File: src/shared/seq_pkg.sv
// Behaviour
// RULE1: pin below select level through the sampling time after start selects aux bias
// RULE2: aux bias, pin between first and both run levels runs pfc only
// RULE3: aux bias, pin above both run level runs pfc and llc
// RULE4: external source keeps pin low 10 ms after start; slow rc otherwise
// RULE5: system applies line first, holds pin low while bias rises
// RULE6: aux bias start-up completes 150 to 250 ms after pin raised
// RULE7: bias reaching start threshold drives start-up fet gate low
// RULE8: pin tied to bias selects self bias and turns the fet on again
// RULE9: self bias, at charge level fet off; pfc starts if line and bulk qualify
// RULE10: self bias keeps both stages switching while bias above stop level
// RULE11: bias below the active mode undervoltage level stops both stages
// RULE12: aux bias undervoltage, wait for rail above aux stop, then restart
// RULE13: self bias undervoltage, fet on, recharge to charge level, restart
// RULE14: gate outputs symmetric, 180 degrees apart, duty below 50 percent
// RULE15: steady state gate duty cycles matched
// RULE16: first pulse half width on first gate, last half width on second
// RULE17: transformer drive uses first gate high side; external driver reversed
// RULE18: external driver follows inputs, outputs low in its undervoltage
// RULE19: external high-side driver waits about 20 us before high pulses
// RULE20: smooth start counts only with transformer drive
// RULE21: bias undervoltage is a short fault recovering after 100 ms
// RULE22: bias mode latched once per power-up until rail restarts; self bias never returns to S_IDLE and stays latched until reset
package seq_pkg;
  // ---------------------------------------------------------------
  // timing
  // ---------------------------------------------------------------
  localparam int unsigned CLK_HZ = 200_000_000;
  localparam int unsigned T_MODE_SAMPLE_MS = 10;
  localparam int unsigned T_START_MS = 150;
  localparam int unsigned T_RESTART_MS = 100;
  localparam int unsigned MODE_SAMPLE_CYC = T_MODE_SAMPLE_MS * (CLK_HZ / 1000);
  localparam int unsigned START_DELAY_CYC = T_START_MS * (CLK_HZ / 1000);
  localparam int unsigned RESTART_CYC = T_RESTART_MS * (CLK_HZ / 1000);
  localparam int TMR_W = 25;

  // ---------------------------------------------------------------
  // register map, fields and reset values
  // ---------------------------------------------------------------
  localparam logic [7:0] ADDR_CTRL = 8'h00;
  localparam logic [7:0] ADDR_HALF = 8'h04;
  localparam logic [7:0] ADDR_DEAD = 8'h08;
  localparam logic [7:0] ADDR_STATUS = 8'h0C;
  localparam logic [7:0] ADDR_EVENT = 8'h10;
  localparam int CTRL_EXT_BIT = 0;
  localparam int CTRL_EN_BIT = 1;
  localparam int ST_MODE_BIT = 0;
  localparam int ST_FET_BIT = 1;
  localparam int ST_PFC_BIT = 2;
  localparam int ST_LLC_BIT = 3;
  localparam int ST_SMOOTH_BIT = 4;
  localparam int ST_BURST_BIT = 5;
  localparam int ST_STATE_LSB = 8;
  localparam int EV_UV_BIT = 0;
  localparam int EV_RUN_BIT = 1;
  localparam logic [15:0] HALF_RST = 16'h01F4;
  localparam logic [7:0] DEAD_RST = 8'h14;
  localparam logic [1:0] RESP_OKAY = 2'h0;
  localparam logic [1:0] RESP_SLVERR = 2'h2;

  // ---------------------------------------------------------------
  // types
  // ---------------------------------------------------------------
  typedef enum logic [3:0] {
    S_IDLE, S_SAMPLE, S_AUX_WAIT, S_AUX_RAMP, S_AUX_RUN,
    S_SB_CHARGE, S_SB_QUAL, S_SB_RUN, S_UV_HOLD
  } seq_state_e;

  typedef struct packed {
    logic bias_above_start;
    logic bias_above_sb_charge;
    logic bias_above_sb_stop;
    logic bias_above_ab_uv;
    logic bias_above_sb_uv;
    logic pin_below_selsb;
    logic pin_above_first_run;
    logic pin_above_both_run;
    logic line_current_ok;
    logic bulk_above_peak;
  } cmp_s;

  typedef struct packed {
    logic awvalid;
    logic [7:0] awaddr;
    logic wvalid;
    logic [31:0] wdata;
    logic [3:0] wstrb;
    logic bready;
    logic arvalid;
    logic [7:0] araddr;
    logic rready;
  } axil_req_s;

  typedef struct packed {
    logic awready;
    logic wready;
    logic bvalid;
    logic [1:0] bresp;
    logic arready;
    logic rvalid;
    logic [31:0] rdata;
    logic [1:0] rresp;
  } axil_rsp_s;
endpackage

File: src/rtl/dual_stage_start_sequencer.sv
`timescale 1ns/100ps
module dual_stage_start_sequencer #(
  parameter int unsigned SAMPLE_CYC = seq_pkg::MODE_SAMPLE_CYC,
  parameter int unsigned START_CYC = seq_pkg::START_DELAY_CYC,
  parameter int unsigned RESTART_CYC = seq_pkg::RESTART_CYC
) (
  // clock and reset
  input logic ref_clk,
  input logic rstn,
  // register bus
  input seq_pkg::axil_req_s axi_req,
  output seq_pkg::axil_rsp_s axi_rsp,
  // comparator levels, asynchronous
  input seq_pkg::cmp_s cmp_raw,
  // start-up fet and stage enables
  output logic startup_fet_gate,
  output logic pfc_run,
  output logic llc_run,
  // half-bridge gate drive
  output logic gate_out_first,
  output logic gate_out_second
);
  localparam int TW = seq_pkg::TMR_W;

  typedef struct packed {
    seq_pkg::cmp_s s1;
    seq_pkg::cmp_s s2;
    seq_pkg::seq_state_e st;
    logic mode_self;
    logic [TW-1:0] tmr;
    logic fet;
    logic pfc;
    logic llc;
    logic [1:0] ev;
    logic ext_drv;
    logic sw_en;
    logic [15:0] half;
    logic [7:0] dead;
    logic aw_hold;
    logic [7:0] awaddr;
    logic w_hold;
    logic [31:0] wdata;
    logic [3:0] wstrb;
    logic bvalid;
    logic [1:0] bresp;
    logic rvalid;
    logic [31:0] rdata;
    logic [1:0] rresp;
  } seq_s;

  seq_s r;
  seq_s n;
  seq_pkg::cmp_s c;
  logic burst;
  logic aw_rdy;
  logic w_rdy;
  logic ar_rdy;

  // ---------------------------------------------------------------
  // helpers
  // ---------------------------------------------------------------
  function automatic logic addr_hit(input logic [7:0] a);
    return (a == seq_pkg::ADDR_CTRL) || (a == seq_pkg::ADDR_HALF) ||
           (a == seq_pkg::ADDR_DEAD) || (a == seq_pkg::ADDR_STATUS) ||
           (a == seq_pkg::ADDR_EVENT);
  endfunction

  function automatic logic [31:0] merge(input logic [31:0] o,
                                        input logic [31:0] w,
                                        input logic [3:0] s);
    logic [31:0] m;
    m = o;
    for (int i = 0; i < 4; i++) begin
      if (s[i]) begin
        m[8*i +: 8] = w[8*i +: 8];
      end
    end
    return m;
  endfunction

  // only the second synchroniser stage feeds the sequencer
  assign c = r.s2;
  assign aw_rdy = !r.aw_hold && !r.bvalid;
  assign w_rdy = !r.w_hold && !r.bvalid;
  assign ar_rdy = !r.rvalid;

  // ---------------------------------------------------------------
  // sequencer and register slave
  // ---------------------------------------------------------------
  always_comb begin
    logic [1:0] ev_set;
    logic [1:0] ev_clr;
    logic [31:0] ctrl_w;
    logic [31:0] stat_w;
    logic [31:0] wm;
    logic uv;
    ev_set = 2'h0;
    ev_clr = 2'h0;
    ctrl_w = 32'h0000_0000;
    ctrl_w[seq_pkg::CTRL_EXT_BIT] = r.ext_drv;
    ctrl_w[seq_pkg::CTRL_EN_BIT] = r.sw_en;
    stat_w = 32'h0000_0000;
    stat_w[seq_pkg::ST_MODE_BIT] = r.mode_self;
    stat_w[seq_pkg::ST_FET_BIT] = r.fet;
    stat_w[seq_pkg::ST_PFC_BIT] = r.pfc;
    stat_w[seq_pkg::ST_LLC_BIT] = r.llc;
    // soft resonant start only means something through a transformer
    stat_w[seq_pkg::ST_SMOOTH_BIT] = !r.ext_drv; // RULE20
    stat_w[seq_pkg::ST_BURST_BIT] = burst;
    stat_w[seq_pkg::ST_STATE_LSB +: 4] = r.st;
    wm = 32'h0000_0000;
    n = r;
    n.s1 = cmp_raw;
    n.s2 = r.s1;
    n.tmr = r.tmr + {{(TW-1){1'b0}}, 1'b1};
    // undervoltage level depends on the latched mode
    uv = r.mode_self ? (!c.bias_above_sb_uv || !c.bias_above_sb_stop)
                     : !c.bias_above_ab_uv; // RULE11

    case (r.st)
      seq_pkg::S_IDLE: begin
        n.fet = 1'b1;
        n.pfc = 1'b0;
        n.llc = 1'b0;
        n.tmr = '0;
        if (c.bias_above_start) begin
          n.fet = 1'b0; // RULE7
          n.st = seq_pkg::S_SAMPLE;
        end
      end
      seq_pkg::S_SAMPLE: begin
        if (!c.bias_above_start) begin
          n.st = seq_pkg::S_IDLE;
        end else if (!c.pin_below_selsb) begin
          n.mode_self = 1'b1; // RULE22
          n.fet = 1'b1; // RULE8
          n.st = seq_pkg::S_SB_CHARGE;
        end else if (r.tmr == TW'(SAMPLE_CYC - 1)) begin
          n.mode_self = 1'b0; // RULE1
          n.st = seq_pkg::S_AUX_WAIT;
        end
      end
      seq_pkg::S_AUX_WAIT: begin
        n.tmr = '0;
        if (uv) begin
          n.st = seq_pkg::S_UV_HOLD;
        end else if (c.pin_above_first_run && r.sw_en) begin
          n.st = seq_pkg::S_AUX_RAMP;
        end
      end
      seq_pkg::S_AUX_RAMP: begin
        // start-up settling before the stages are released
        if (uv) begin
          n.st = seq_pkg::S_UV_HOLD;
        end else if (!c.pin_above_first_run || !r.sw_en) begin
          n.st = seq_pkg::S_AUX_WAIT;
        end else if (r.tmr == TW'(START_CYC - 1)) begin
          n.st = seq_pkg::S_AUX_RUN; // RULE6
          n.pfc = 1'b1;
          n.llc = c.pin_above_both_run;
          ev_set[seq_pkg::EV_RUN_BIT] = 1'b1;
        end
      end
      seq_pkg::S_AUX_RUN: begin
        n.pfc = c.pin_above_first_run; // RULE2
        n.llc = c.pin_above_both_run; // RULE3
        if (uv) begin
          n.pfc = 1'b0; // RULE11
          n.llc = 1'b0;
          n.st = seq_pkg::S_UV_HOLD;
        end else if (!c.pin_above_first_run || !r.sw_en) begin
          n.pfc = 1'b0;
          n.llc = 1'b0;
          n.st = seq_pkg::S_AUX_WAIT;
        end
      end
      seq_pkg::S_SB_CHARGE: begin
        n.fet = 1'b1;
        if (c.bias_above_sb_charge) begin
          n.fet = 1'b0; // RULE9
          n.st = seq_pkg::S_SB_QUAL;
        end
      end
      seq_pkg::S_SB_QUAL: begin
        // stages wait for line current and a sane bulk reading
        if (uv) begin
          n.st = seq_pkg::S_UV_HOLD;
        end else if (c.line_current_ok && c.bulk_above_peak && r.sw_en) begin
          n.pfc = 1'b1; // RULE9
          n.llc = 1'b1;
          n.st = seq_pkg::S_SB_RUN;
          ev_set[seq_pkg::EV_RUN_BIT] = 1'b1;
        end
      end
      seq_pkg::S_SB_RUN: begin
        if (uv || !r.sw_en) begin
          n.pfc = 1'b0; // RULE11
          n.llc = 1'b0;
          n.st = seq_pkg::S_UV_HOLD;
        end else begin
          n.pfc = 1'b1; // RULE10
          n.llc = 1'b1;
        end
      end
      seq_pkg::S_UV_HOLD: begin
        n.pfc = 1'b0;
        n.llc = 1'b0;
        if (r.tmr != TW'(RESTART_CYC - 1)) begin
          n.tmr = r.tmr + {{(TW-1){1'b0}}, 1'b1}; // RULE21
        end else if (r.mode_self) begin
          n.fet = 1'b1; // RULE13
          n.st = seq_pkg::S_SB_CHARGE;
        end else if (c.bias_above_ab_uv) begin
          n.st = seq_pkg::S_AUX_WAIT; // RULE12
        end else if (!c.bias_above_start) begin
          n.st = seq_pkg::S_IDLE; // RULE22
        end else begin
          n.tmr = r.tmr;
        end
      end
      default: n.st = seq_pkg::S_IDLE;
    endcase
    if (n.st == seq_pkg::S_UV_HOLD && r.st != seq_pkg::S_UV_HOLD) begin
      n.tmr = '0;
      ev_set[seq_pkg::EV_UV_BIT] = 1'b1;
    end
    if (n.st != r.st && n.st != seq_pkg::S_UV_HOLD) begin
      n.tmr = '0;
    end

    // write address and data are taken in either order
    if (axi_req.awvalid && aw_rdy) begin
      n.aw_hold = 1'b1;
      n.awaddr = axi_req.awaddr;
    end
    if (axi_req.wvalid && w_rdy) begin
      n.w_hold = 1'b1;
      n.wdata = axi_req.wdata;
      n.wstrb = axi_req.wstrb;
    end
    if (r.aw_hold && r.w_hold) begin
      n.aw_hold = 1'b0;
      n.w_hold = 1'b0;
      n.bvalid = 1'b1;
      n.bresp = addr_hit(r.awaddr) ? seq_pkg::RESP_OKAY : seq_pkg::RESP_SLVERR;
      case (r.awaddr)
        seq_pkg::ADDR_CTRL: begin
          wm = merge(ctrl_w, r.wdata, r.wstrb);
          n.ext_drv = wm[seq_pkg::CTRL_EXT_BIT];
          n.sw_en = wm[seq_pkg::CTRL_EN_BIT];
        end
        seq_pkg::ADDR_HALF: begin
          wm = merge({16'h0000, r.half}, r.wdata, r.wstrb);
          n.half = wm[15:0];
        end
        seq_pkg::ADDR_DEAD: begin
          wm = merge({24'h00_0000, r.dead}, r.wdata, r.wstrb);
          n.dead = wm[7:0];
        end
        seq_pkg::ADDR_EVENT: begin
          ev_clr = r.wdata[1:0] & {2{r.wstrb[0]}};
        end
        default: wm = 32'h0000_0000;
      endcase
    end
    if (r.bvalid && axi_req.bready) begin
      n.bvalid = 1'b0;
    end

    // read: one cycle to rvalid, held until rready
    if (axi_req.arvalid && ar_rdy) begin
      n.rvalid = 1'b1;
      n.rresp = addr_hit(axi_req.araddr) ? seq_pkg::RESP_OKAY : seq_pkg::RESP_SLVERR;
      case (axi_req.araddr)
        seq_pkg::ADDR_CTRL: n.rdata = ctrl_w;
        seq_pkg::ADDR_HALF: n.rdata = {16'h0000, r.half};
        seq_pkg::ADDR_DEAD: n.rdata = {24'h00_0000, r.dead};
        seq_pkg::ADDR_STATUS: n.rdata = stat_w;
        seq_pkg::ADDR_EVENT: n.rdata = {30'h0000_0000, r.ev};
        default: n.rdata = 32'h0000_0000;
      endcase
    end else if (r.rvalid && axi_req.rready) begin
      n.rvalid = 1'b0;
    end

    // sticky events: a new event wins over a clear in the same cycle
    n.ev = (r.ev & ~ev_clr) | ev_set;
  end

  // ---------------------------------------------------------------
  // state register
  // ---------------------------------------------------------------
  always_ff @(posedge ref_clk or negedge rstn) begin
    if (!rstn) begin
      r <= '0;
      r.fet <= 1'b1;
      r.sw_en <= 1'b1;
      r.half <= seq_pkg::HALF_RST;
      r.dead <= seq_pkg::DEAD_RST;
    end else begin
      r <= n;
    end
  end

  // gate pulse trains follow the llc enable
  gate_pulse_gen u_pulse (
    .ref_clk(ref_clk),
    .rstn(rstn),
    .run(r.llc),
    .half_period(r.half),
    .dead_time(r.dead),
    .gate_out_first(gate_out_first),
    .gate_out_second(gate_out_second),
    .busy(burst)
  );

  assign startup_fet_gate = r.fet;
  assign pfc_run = r.pfc;
  assign llc_run = r.llc;
  assign axi_rsp.awready = aw_rdy;
  assign axi_rsp.wready = w_rdy;
  assign axi_rsp.bvalid = r.bvalid;
  assign axi_rsp.bresp = r.bresp;
  assign axi_rsp.arready = ar_rdy;
  assign axi_rsp.rvalid = r.rvalid;
  assign axi_rsp.rdata = r.rdata;
  assign axi_rsp.rresp = r.rresp;
endmodule

File: src/rtl/gate_pulse_gen.sv
`timescale 1ns/100ps
module gate_pulse_gen (
  // clock and reset
  input logic ref_clk,
  input logic rstn,
  // burst request and timing
  input logic run,
  input logic [15:0] half_period,
  input logic [7:0] dead_time,
  // gate drive
  output logic gate_out_first,
  output logic gate_out_second,
  output logic busy
);
  typedef enum logic [1:0] {P_IDLE, P_RUN, P_LAST} phase_e;
  typedef struct packed {
    phase_e ph;
    logic side;
    logic [15:0] cnt;
    logic [15:0] hp;
    logic [15:0] width;
    logic g1;
    logic g2;
  } pulse_s;

  pulse_s r;
  pulse_s n;
  logic [15:0] on_w;
  logic [15:0] half_w;

  // slot sequencer: one slot per half period, sides alternate
  always_comb begin
    logic [7:0] dead_e;
    dead_e = (dead_time == 8'h00) ? 8'h01 : dead_time;
    // pulse shorter than the slot for any half period above 1, so duty stays under half
    on_w = (half_period > {8'h00, dead_e}) ? half_period - {8'h00, dead_e} : 16'h0001; // RULE14
    half_w = (on_w > 16'h0001) ? {1'b0, on_w[15:1]} : 16'h0001;
    n = r;
    n.cnt = r.cnt + 16'h0001;
    case (r.ph)
      P_IDLE: begin
        n.cnt = 16'h0000;
        if (run) begin
          n.ph = P_RUN;
          n.side = 1'b0; // RULE16
          n.hp = half_period;
          n.width = half_w;
        end
      end
      P_RUN: begin
        if (r.cnt == r.hp - 16'h0001) begin
          n.cnt = 16'h0000;
          n.hp = half_period;
          n.side = ~r.side;
          n.width = on_w; // RULE15
          if (!run && !r.side) begin
            n.ph = P_LAST;
            n.width = half_w; // RULE16
          end
        end
      end
      P_LAST: begin
        if (r.cnt == r.hp - 16'h0001) begin
          n.ph = P_IDLE;
          n.cnt = 16'h0000;
        end
      end
      default: n.ph = P_IDLE;
    endcase
    n.g1 = (n.ph != P_IDLE) && !n.side && (n.cnt < n.width); // RULE14
    n.g2 = (n.ph != P_IDLE) && n.side && (n.cnt < n.width);
  end

  // state register
  always_ff @(posedge ref_clk or negedge rstn) begin
    if (!rstn) begin
      r <= '0;
    end else begin
      r <= n;
    end
  end

  assign gate_out_first = r.g1;
  assign gate_out_second = r.g2;
  assign busy = (r.ph != P_IDLE);
endmodule

File: config.mk
export PLATFORM = sky130hd
export DESIGN_NAME = dual_stage_start_sequencer
export DESIGN_NICKNAME = d
export VERILOG_FILES = /design/src/shared/seq_pkg.sv /design/src/rtl/dual_stage_start_sequencer.sv /design/src/rtl/gate_pulse_gen.sv
export SDC_FILE = /design/constraint.sdc
export NUM_CORES = 1
export LEC_CHECK = 0
export ABC_CLOCK_PERIOD_IN_PS = 5500
export CAP_MARGIN = 40
export CORE_UTILIZATION = 40
export CTS_CLUSTER_SIZE = 24
export DETAILED_ROUTE_END_ITERATION = 10
export DONT_BUFFER_PORTS = 1
export PLACE_DENSITY = 0.63
export SLEW_MARGIN = 20
export SYNTH_ARGS = -nofsm -noshare
export SYNTH_HDL_FRONTEND = slang
export SYNTH_SLANG_ARGS = --single-unit
export TNS_END_PERCENT = 5
File: constraint.sdc
create_clock -name ref_clk -period 5.5 [get_ports ref_clk]
set_input_delay 0.275 -clock ref_clk [delete_from_list [all_inputs] [get_ports ref_clk]]
set_output_delay 0.275 -clock ref_clk [all_outputs]
set_load 0.01 [all_outputs]
After elaboration in Yosys (flattened, before gate mapping) --
Cells that the tools add are included.
Cells by class: add/sub/neg operators 4, order comparisons 3, equality and inequality tests 39, mux-type cells 78, bitwise logic cells 5, reduce and logical (&&, ||, !) cells 66
Operator list (number):
- 25-bit two-way mux | 6
- 16-bit case mux with 5 select lines | 1
- 4-bit two-way mux | 17
- 32-bit case mux with 2 select lines | 1
- 51-bit two-way mux | 1
- 25-bit case mux with 2 select lines | 1
- 16-bit two-way mux | 3
- 16-bit case mux with 3 select lines | 1
- 37-bit two-way mux | 1
- 4-bit case mux with 9 select lines | 1
- 8-bit by 4-bit equality test with 1-bit output, second input constant | 4
- 32-bit two-way mux | 1
- 2-bit two-way mux | 14
- 25-bit by 1-bit adder with 25-bit output, second input constant | 1
- 25-bit by 21-bit equality test with 1-bit output, second input constant | 1
- 25-bit equality test, second input constant | 1
- 25-bit inequality test, second input constant | 1
- 8-bit logical NOT | 3
- 2-bit inequality test, second input constant | 10
- 1-bit logical AND | 18
- 1-bit two-way mux | 18
- 3-bit AND reduction | 6
- 16-bit by 1-bit adder with 16-bit output, second input constant | 1
- 16-bit equality test | 1
- 40 further kinds | 82
Storage, ports and cells: flip-flop bits (word level) 218, logic and storage cells 244

Longest topological paths before layout --
word-level depth 12, gate-level depth with buffers 24

Modules after synthesis --
From an unflattened synthesis, not the netlist that was laid out.
Second synthesis, totals: cell total of the unflattened synthesis 1094, area total of the unflattened synthesis 10751.6 sq um
Modules (own cells, without submodules):
- dual_stage_start_sequencer | instances 1, cells each 568, area each 6227.2 sq um, seq. area each 3240.6 sq um
- gate_pulse_gen | instances 1, cells each 526, area each 4524.3 sq um, seq. area each 1326.3 sq um

Worst setup path after synthesis --
No wires, ideal clock.
path type register to register, from register u_pulse.r[18] (netlist name), to register u_pulse.r, in the netlist u_pulse.gate_out_second, library setup time 121 ps, data arrival time 4807 ps, path slack 572 ps, stages on the path, launching flop included 23, path buffers 3, period minus slack after synthesis 4928 ps, cells stage by stage dfrtp_1 -> inv_1 -> ha_1 -> or4b_1 -> clkbuf_1 -> or4_1 -> mux2_2 -> mux2i_1 -> o22a_2 -> or3b_1 -> buf_6 -> a21o_2 -> o21ai_1 -> buf_2 -> nor2_1 -> ha_1 -> a21o_1 -> a21o_1 -> a21oi_1 -> a2111o_1 -> o221a_2 -> nor2_1 -> nor2b_1
RTL lines:
- start: declaration | RTL line gate_pulse_gen.sv:26 | pulse_s r;
- start signal: assignment | RTL line gate_pulse_gen.sv:79 | r <= n;

==> impl_metrics.env <==
export IMPL_status="finished clean"
export IMPL_seq_area_frac_synth_pct=44.2
export IMPL_slowest_delay_ns=0.52
export IMPL_netSwitchingPower_mw=2.04
export IMPL_dr_pass1_iters=7
export IMPL_wl_per_cell_um=17.6
export IMPL_grt_pass1_vias=7436
export IMPL_coreArea_um2=25300
export IMPL_die_w_um=163
export IMPL_layout_common_cells="dfrtp_1 (172), nor2_1 (89), nand2_1 (86), mux2_2 (67), o21ai_0 (48)"
export IMPL_grt_pass1_wl_mm=40.5
export IMPL_critPathTopFamily="simple AND/OR/NAND/NOR gates"
export IMPL_critPathBufInv=2
export IMPL_cp_cell_sequence="inv_1, ha_1, or4b_1, or4_1, mux2_2, mux2i_1, o22a_2, or3b_1, buf_4, and2b_1, nand2_2, a2bb2oi_1, o21a_1, ha_1, a21o_1, a21o_1, a21oi_2, a2111o_1, o221a_2, nor2_2, nor2_1"
export IMPL_drc=0
export IMPL_vias_per_cell=5.48
export IMPL_crit_start="u_pulse.r[18]"
export IMPL_hold_viol=0
export IMPL_numCtsBuffers=17
export IMPL_wl_mm=24.5
export IMPL_slowest_stage="or4b_1"
export IMPL_ff_latch_area_um2=4570
export IMPL_yosys_most_used_dff="dfrtp_1"
export IMPL_setup_viol=0
export IMPL_arrival_ns=5.44
export IMPL_die_area_um2=26500
export IMPL_seq_power_share_pct=35.5
export IMPL_clock_latency_ns=0.44
export IMPL_cts_root_buf="clkbuf_16"
export IMPL_p_per_area_nw_per_um2=458
export IMPL_yosysUniqueCellTypes=86
export IMPL_final_common_cell="dfrtp_1"
export IMPL_grt_setup_unrepaired="false"
export IMPL_antenna_found_initial=0
export IMPL_cap_violations=0
export IMPL_dpl_hpwl_mm=18.1
export IMPL_antenna_cells=0
export IMPL_hold_path_class="input pin to flip-flop"
export IMPL_grt_max_degree=183
export IMPL_r2r_start="u_pulse.r[18]"
export IMPL_power_frac_clock_pct=23.6
export IMPL_slew_headroom_pct=33.2
export IMPL_num_rows=58
export IMPL_worst_pin_slew_ns=1.00
export IMPL_fin_nets=1145
export IMPL_track_usage_pct=19.6
export IMPL_whs_ns=0.0407
export IMPL_clkTransAtPathRegs_ns=0.07
export IMPL_p_int_mw=3.22
export IMPL_synth_edf_count=0
export IMPL_synth_top_cell_area_share_pct=41.7
export IMPL_portBuffers=0
export IMPL_clock_skew_ns=0.0146
export IMPL_swShare_pct=38.8
export IMPL_numClockSinks=182
export IMPL_area_growth_syn_to_layout_pct=11.1
export IMPL_yosysWarnings=0
export IMPL_n_fill_cell=2385
export IMPL_cts_htree_levels=4
export IMPL_fin_tns_setup_ns=0
export IMPL_ir_drop_mv=0.250
export IMPL_finalCritPeriodShare_pct=93.3
export IMPL_multi_input_area_um2=5200
export IMPL_max_freq_ghz=0.195
export IMPL_ioPinCount=115
export IMPL_synth_area_um2=10300
export IMPL_crit_fanout=10
export IMPL_worstHoldStart="axi_req[9]"
export IMPL_async_flop_share_pct=100
export IMPL_drive_gt1_share_pct=15.3
export IMPL_fin_crit_ns=5.13
export IMPL_initial_core_util_pct=40.9
export IMPL_synth_area_leader_cell="dfrtp_1"
export IMPL_grt_remaining_overflow=0
export IMPL_drtAntennaViolNets=0
export IMPL_dr_total_vias=7622
export IMPL_pwr_share_comb_pct=40.9
export IMPL_synthTopCellsByArea="dfrtp_1 (42%), mux2_2 (7.3%), xor2_1 (3.3%)"
export IMPL_crit_path_start_kind="flip-flop"
export IMPL_place_congestion=0.866
export IMPL_slew_viol_final=0
export IMPL_synth_seq_cells=182
export IMPL_clockBufferDepth=2
export IMPL_cts_tree="done"
export IMPL_netlist_instances=1041
export IMPL_cp_end_kind="flip-flop"
export IMPL_p_leak_nw=5.12
export IMPL_criticalPathCategory="flip-flop to flip-flop"
export IMPL_crit_required_ns=5.81
export IMPL_drtIter0Drc=670
export IMPL_syn_avg_cell_area_um2=9.92
export IMPL_die_y_um=163
## state kept, by name (all words and copies together), names as in the netlist
name / cells
u_pulse.gate_out_second: 1
pfc_run: 1
n: 10
u_pulse.gate_out_first: 1
startup_fet_gate: 1
u_pulse.r: 51
c: 10
axi_rsp: 20
llc_run: 1
r: 86
## path summary, 6_finish.rpt
path	endpoint	slack [ns]	depth (start not counted)
max in group asynchronous	u_pulse.r[43]	4.21	2
worst max-delay path	u_pulse.gate_out_first	0.37	21
worst min-delay path	axi_rsp[3]	0.04	2
worst max register to register	u_pulse.gate_out_first	0.37	21
worst min register to register	c[5]	0.35	0
min in group asynchronous	u_pulse.r[20]	0.46	2
## area by class of cell
cell class / count / share of cell area [%]
inverters: 39 / 1.28
multi-input cells: 752 / 45.3
well taps: 330 / 3.60
flip-flops and latches: 182 / 39.8
repair buffers: 57 / 4.85
clock inverters: 12 / 1.23
clock buffers: 20 / 3.98
## cells in the mapped netlist, types with 6 or more instances
master,count
a211oi_1,7
a21o_1,16
a21oi_1,31
a22o_1,7
a22oi_1,7
a31oi_1,10
and2_1,14
and3_1,12
buf_4,42
clkbuf_1,37
dfrtp_1,172
dfstp_2,10
ha_1,26
inv_1,38
mux2_2,67
mux2i_1,11
nand2_1,88
nand2b_1,11
nand3_1,22
nand3b_1,7
nand4_1,17
nor2_1,90
nor2b_1,11
nor3_1,17
nor3b_1,6
nor4_1,8
o211ai_1,9
o21a_1,8
o21ai_0,48
o31ai_1,8
or2_2,12
or3_1,9
xnor2_1,24
xor2_1,39
## metal layers
layer  vias to the layer above  routed length [um]  global-route usage (%)
met5                         -                   0                       0
met4                         0                 409                    5.52
met3                        31                1210                    4.43
met2                       165               11600                    31.4
met1                      3756               11200                    26.4
li1                       3670                   -                       -
## through the flow
step / total power, mW / utilization, % / std cells / cell area [um^2] / setup slack (ns)
after floorplan: 3.45 / - / 1058 / 10400 / 0.572
after global placement: 3.92 / 41.2 / 1318 / 10400 / 0.337
after detailed placement: 3.96 / 41.3 / 1320 / 10400 / 0.308
after CTS: 5.27 / 45.4 / 1392 / 11500 / 0.276
after global routing: 5.62 / 45.4 / 1392 / 11500 / 0.00698
final: 5.26 / 45.4 / 1392 / 11500 / 0.370
## power by group through the flow
| stage | logic (mW) | registers, mW | clock network, mW |
|---|---|---|---|
| floorplan | 1.72 | 1.74 | 0 |
| global placement | 2.03 | 1.88 | 0 |
| detailed placement | 2.07 | 1.89 | 0 |
| CTS | 2.13 | 1.87 | 1.27 |
| global route | 2.40 | 1.90 | 1.32 |
| finish | 2.15 | 1.87 | 1.24 |
## what timing repair did
action,4_1_cts,5_1_grt
hold buffers,40,0
endpoints found under the setup margin,0,2
buffers inserted,0,0
resized for setup,0,6
endpoints found under the hold margin,220,0
## worst register-to-register path, stage by stage, from the launching register on
cell	delay, ns
dfrtp_1	0.43
inv_1	0.08
ha_1	0.15
or4b_1	0.52
or4_1	0.51
mux2_2	0.26
mux2i_1	0.06
o22a_2	0.23
or3b_1	0.40
buf_4	0.19
and2b_1	0.27
nand2_2	0.12
a2bb2oi_1	0.17
o21a_1	0.12
ha_1	0.30
a21o_1	0.11
a21o_1	0.12
a21oi_2	0.07
a2111o_1	0.40
o221a_2	0.25
nor2_2	0.17
nor2_1	0.06
## cells by family (layout without fill, tap and decap cells)
group / after synthesis / in the layout / synth area share, %
compound gates: 208 / 208 / 14.0
mux: 80 / 80 / 8.81
flops: 182 / 182 / 44.2
simple gates: 354 / 354 / 17.6
xor+xnor: 64 / 64 / 5.56
other cells: 1 / 18 / 0.0363
fa+ha+maj: 28 / 28 / 3.45
buf+inv: 124 / 128 / 6.29
Note: power is estimated with default switching activity, not from simulation.
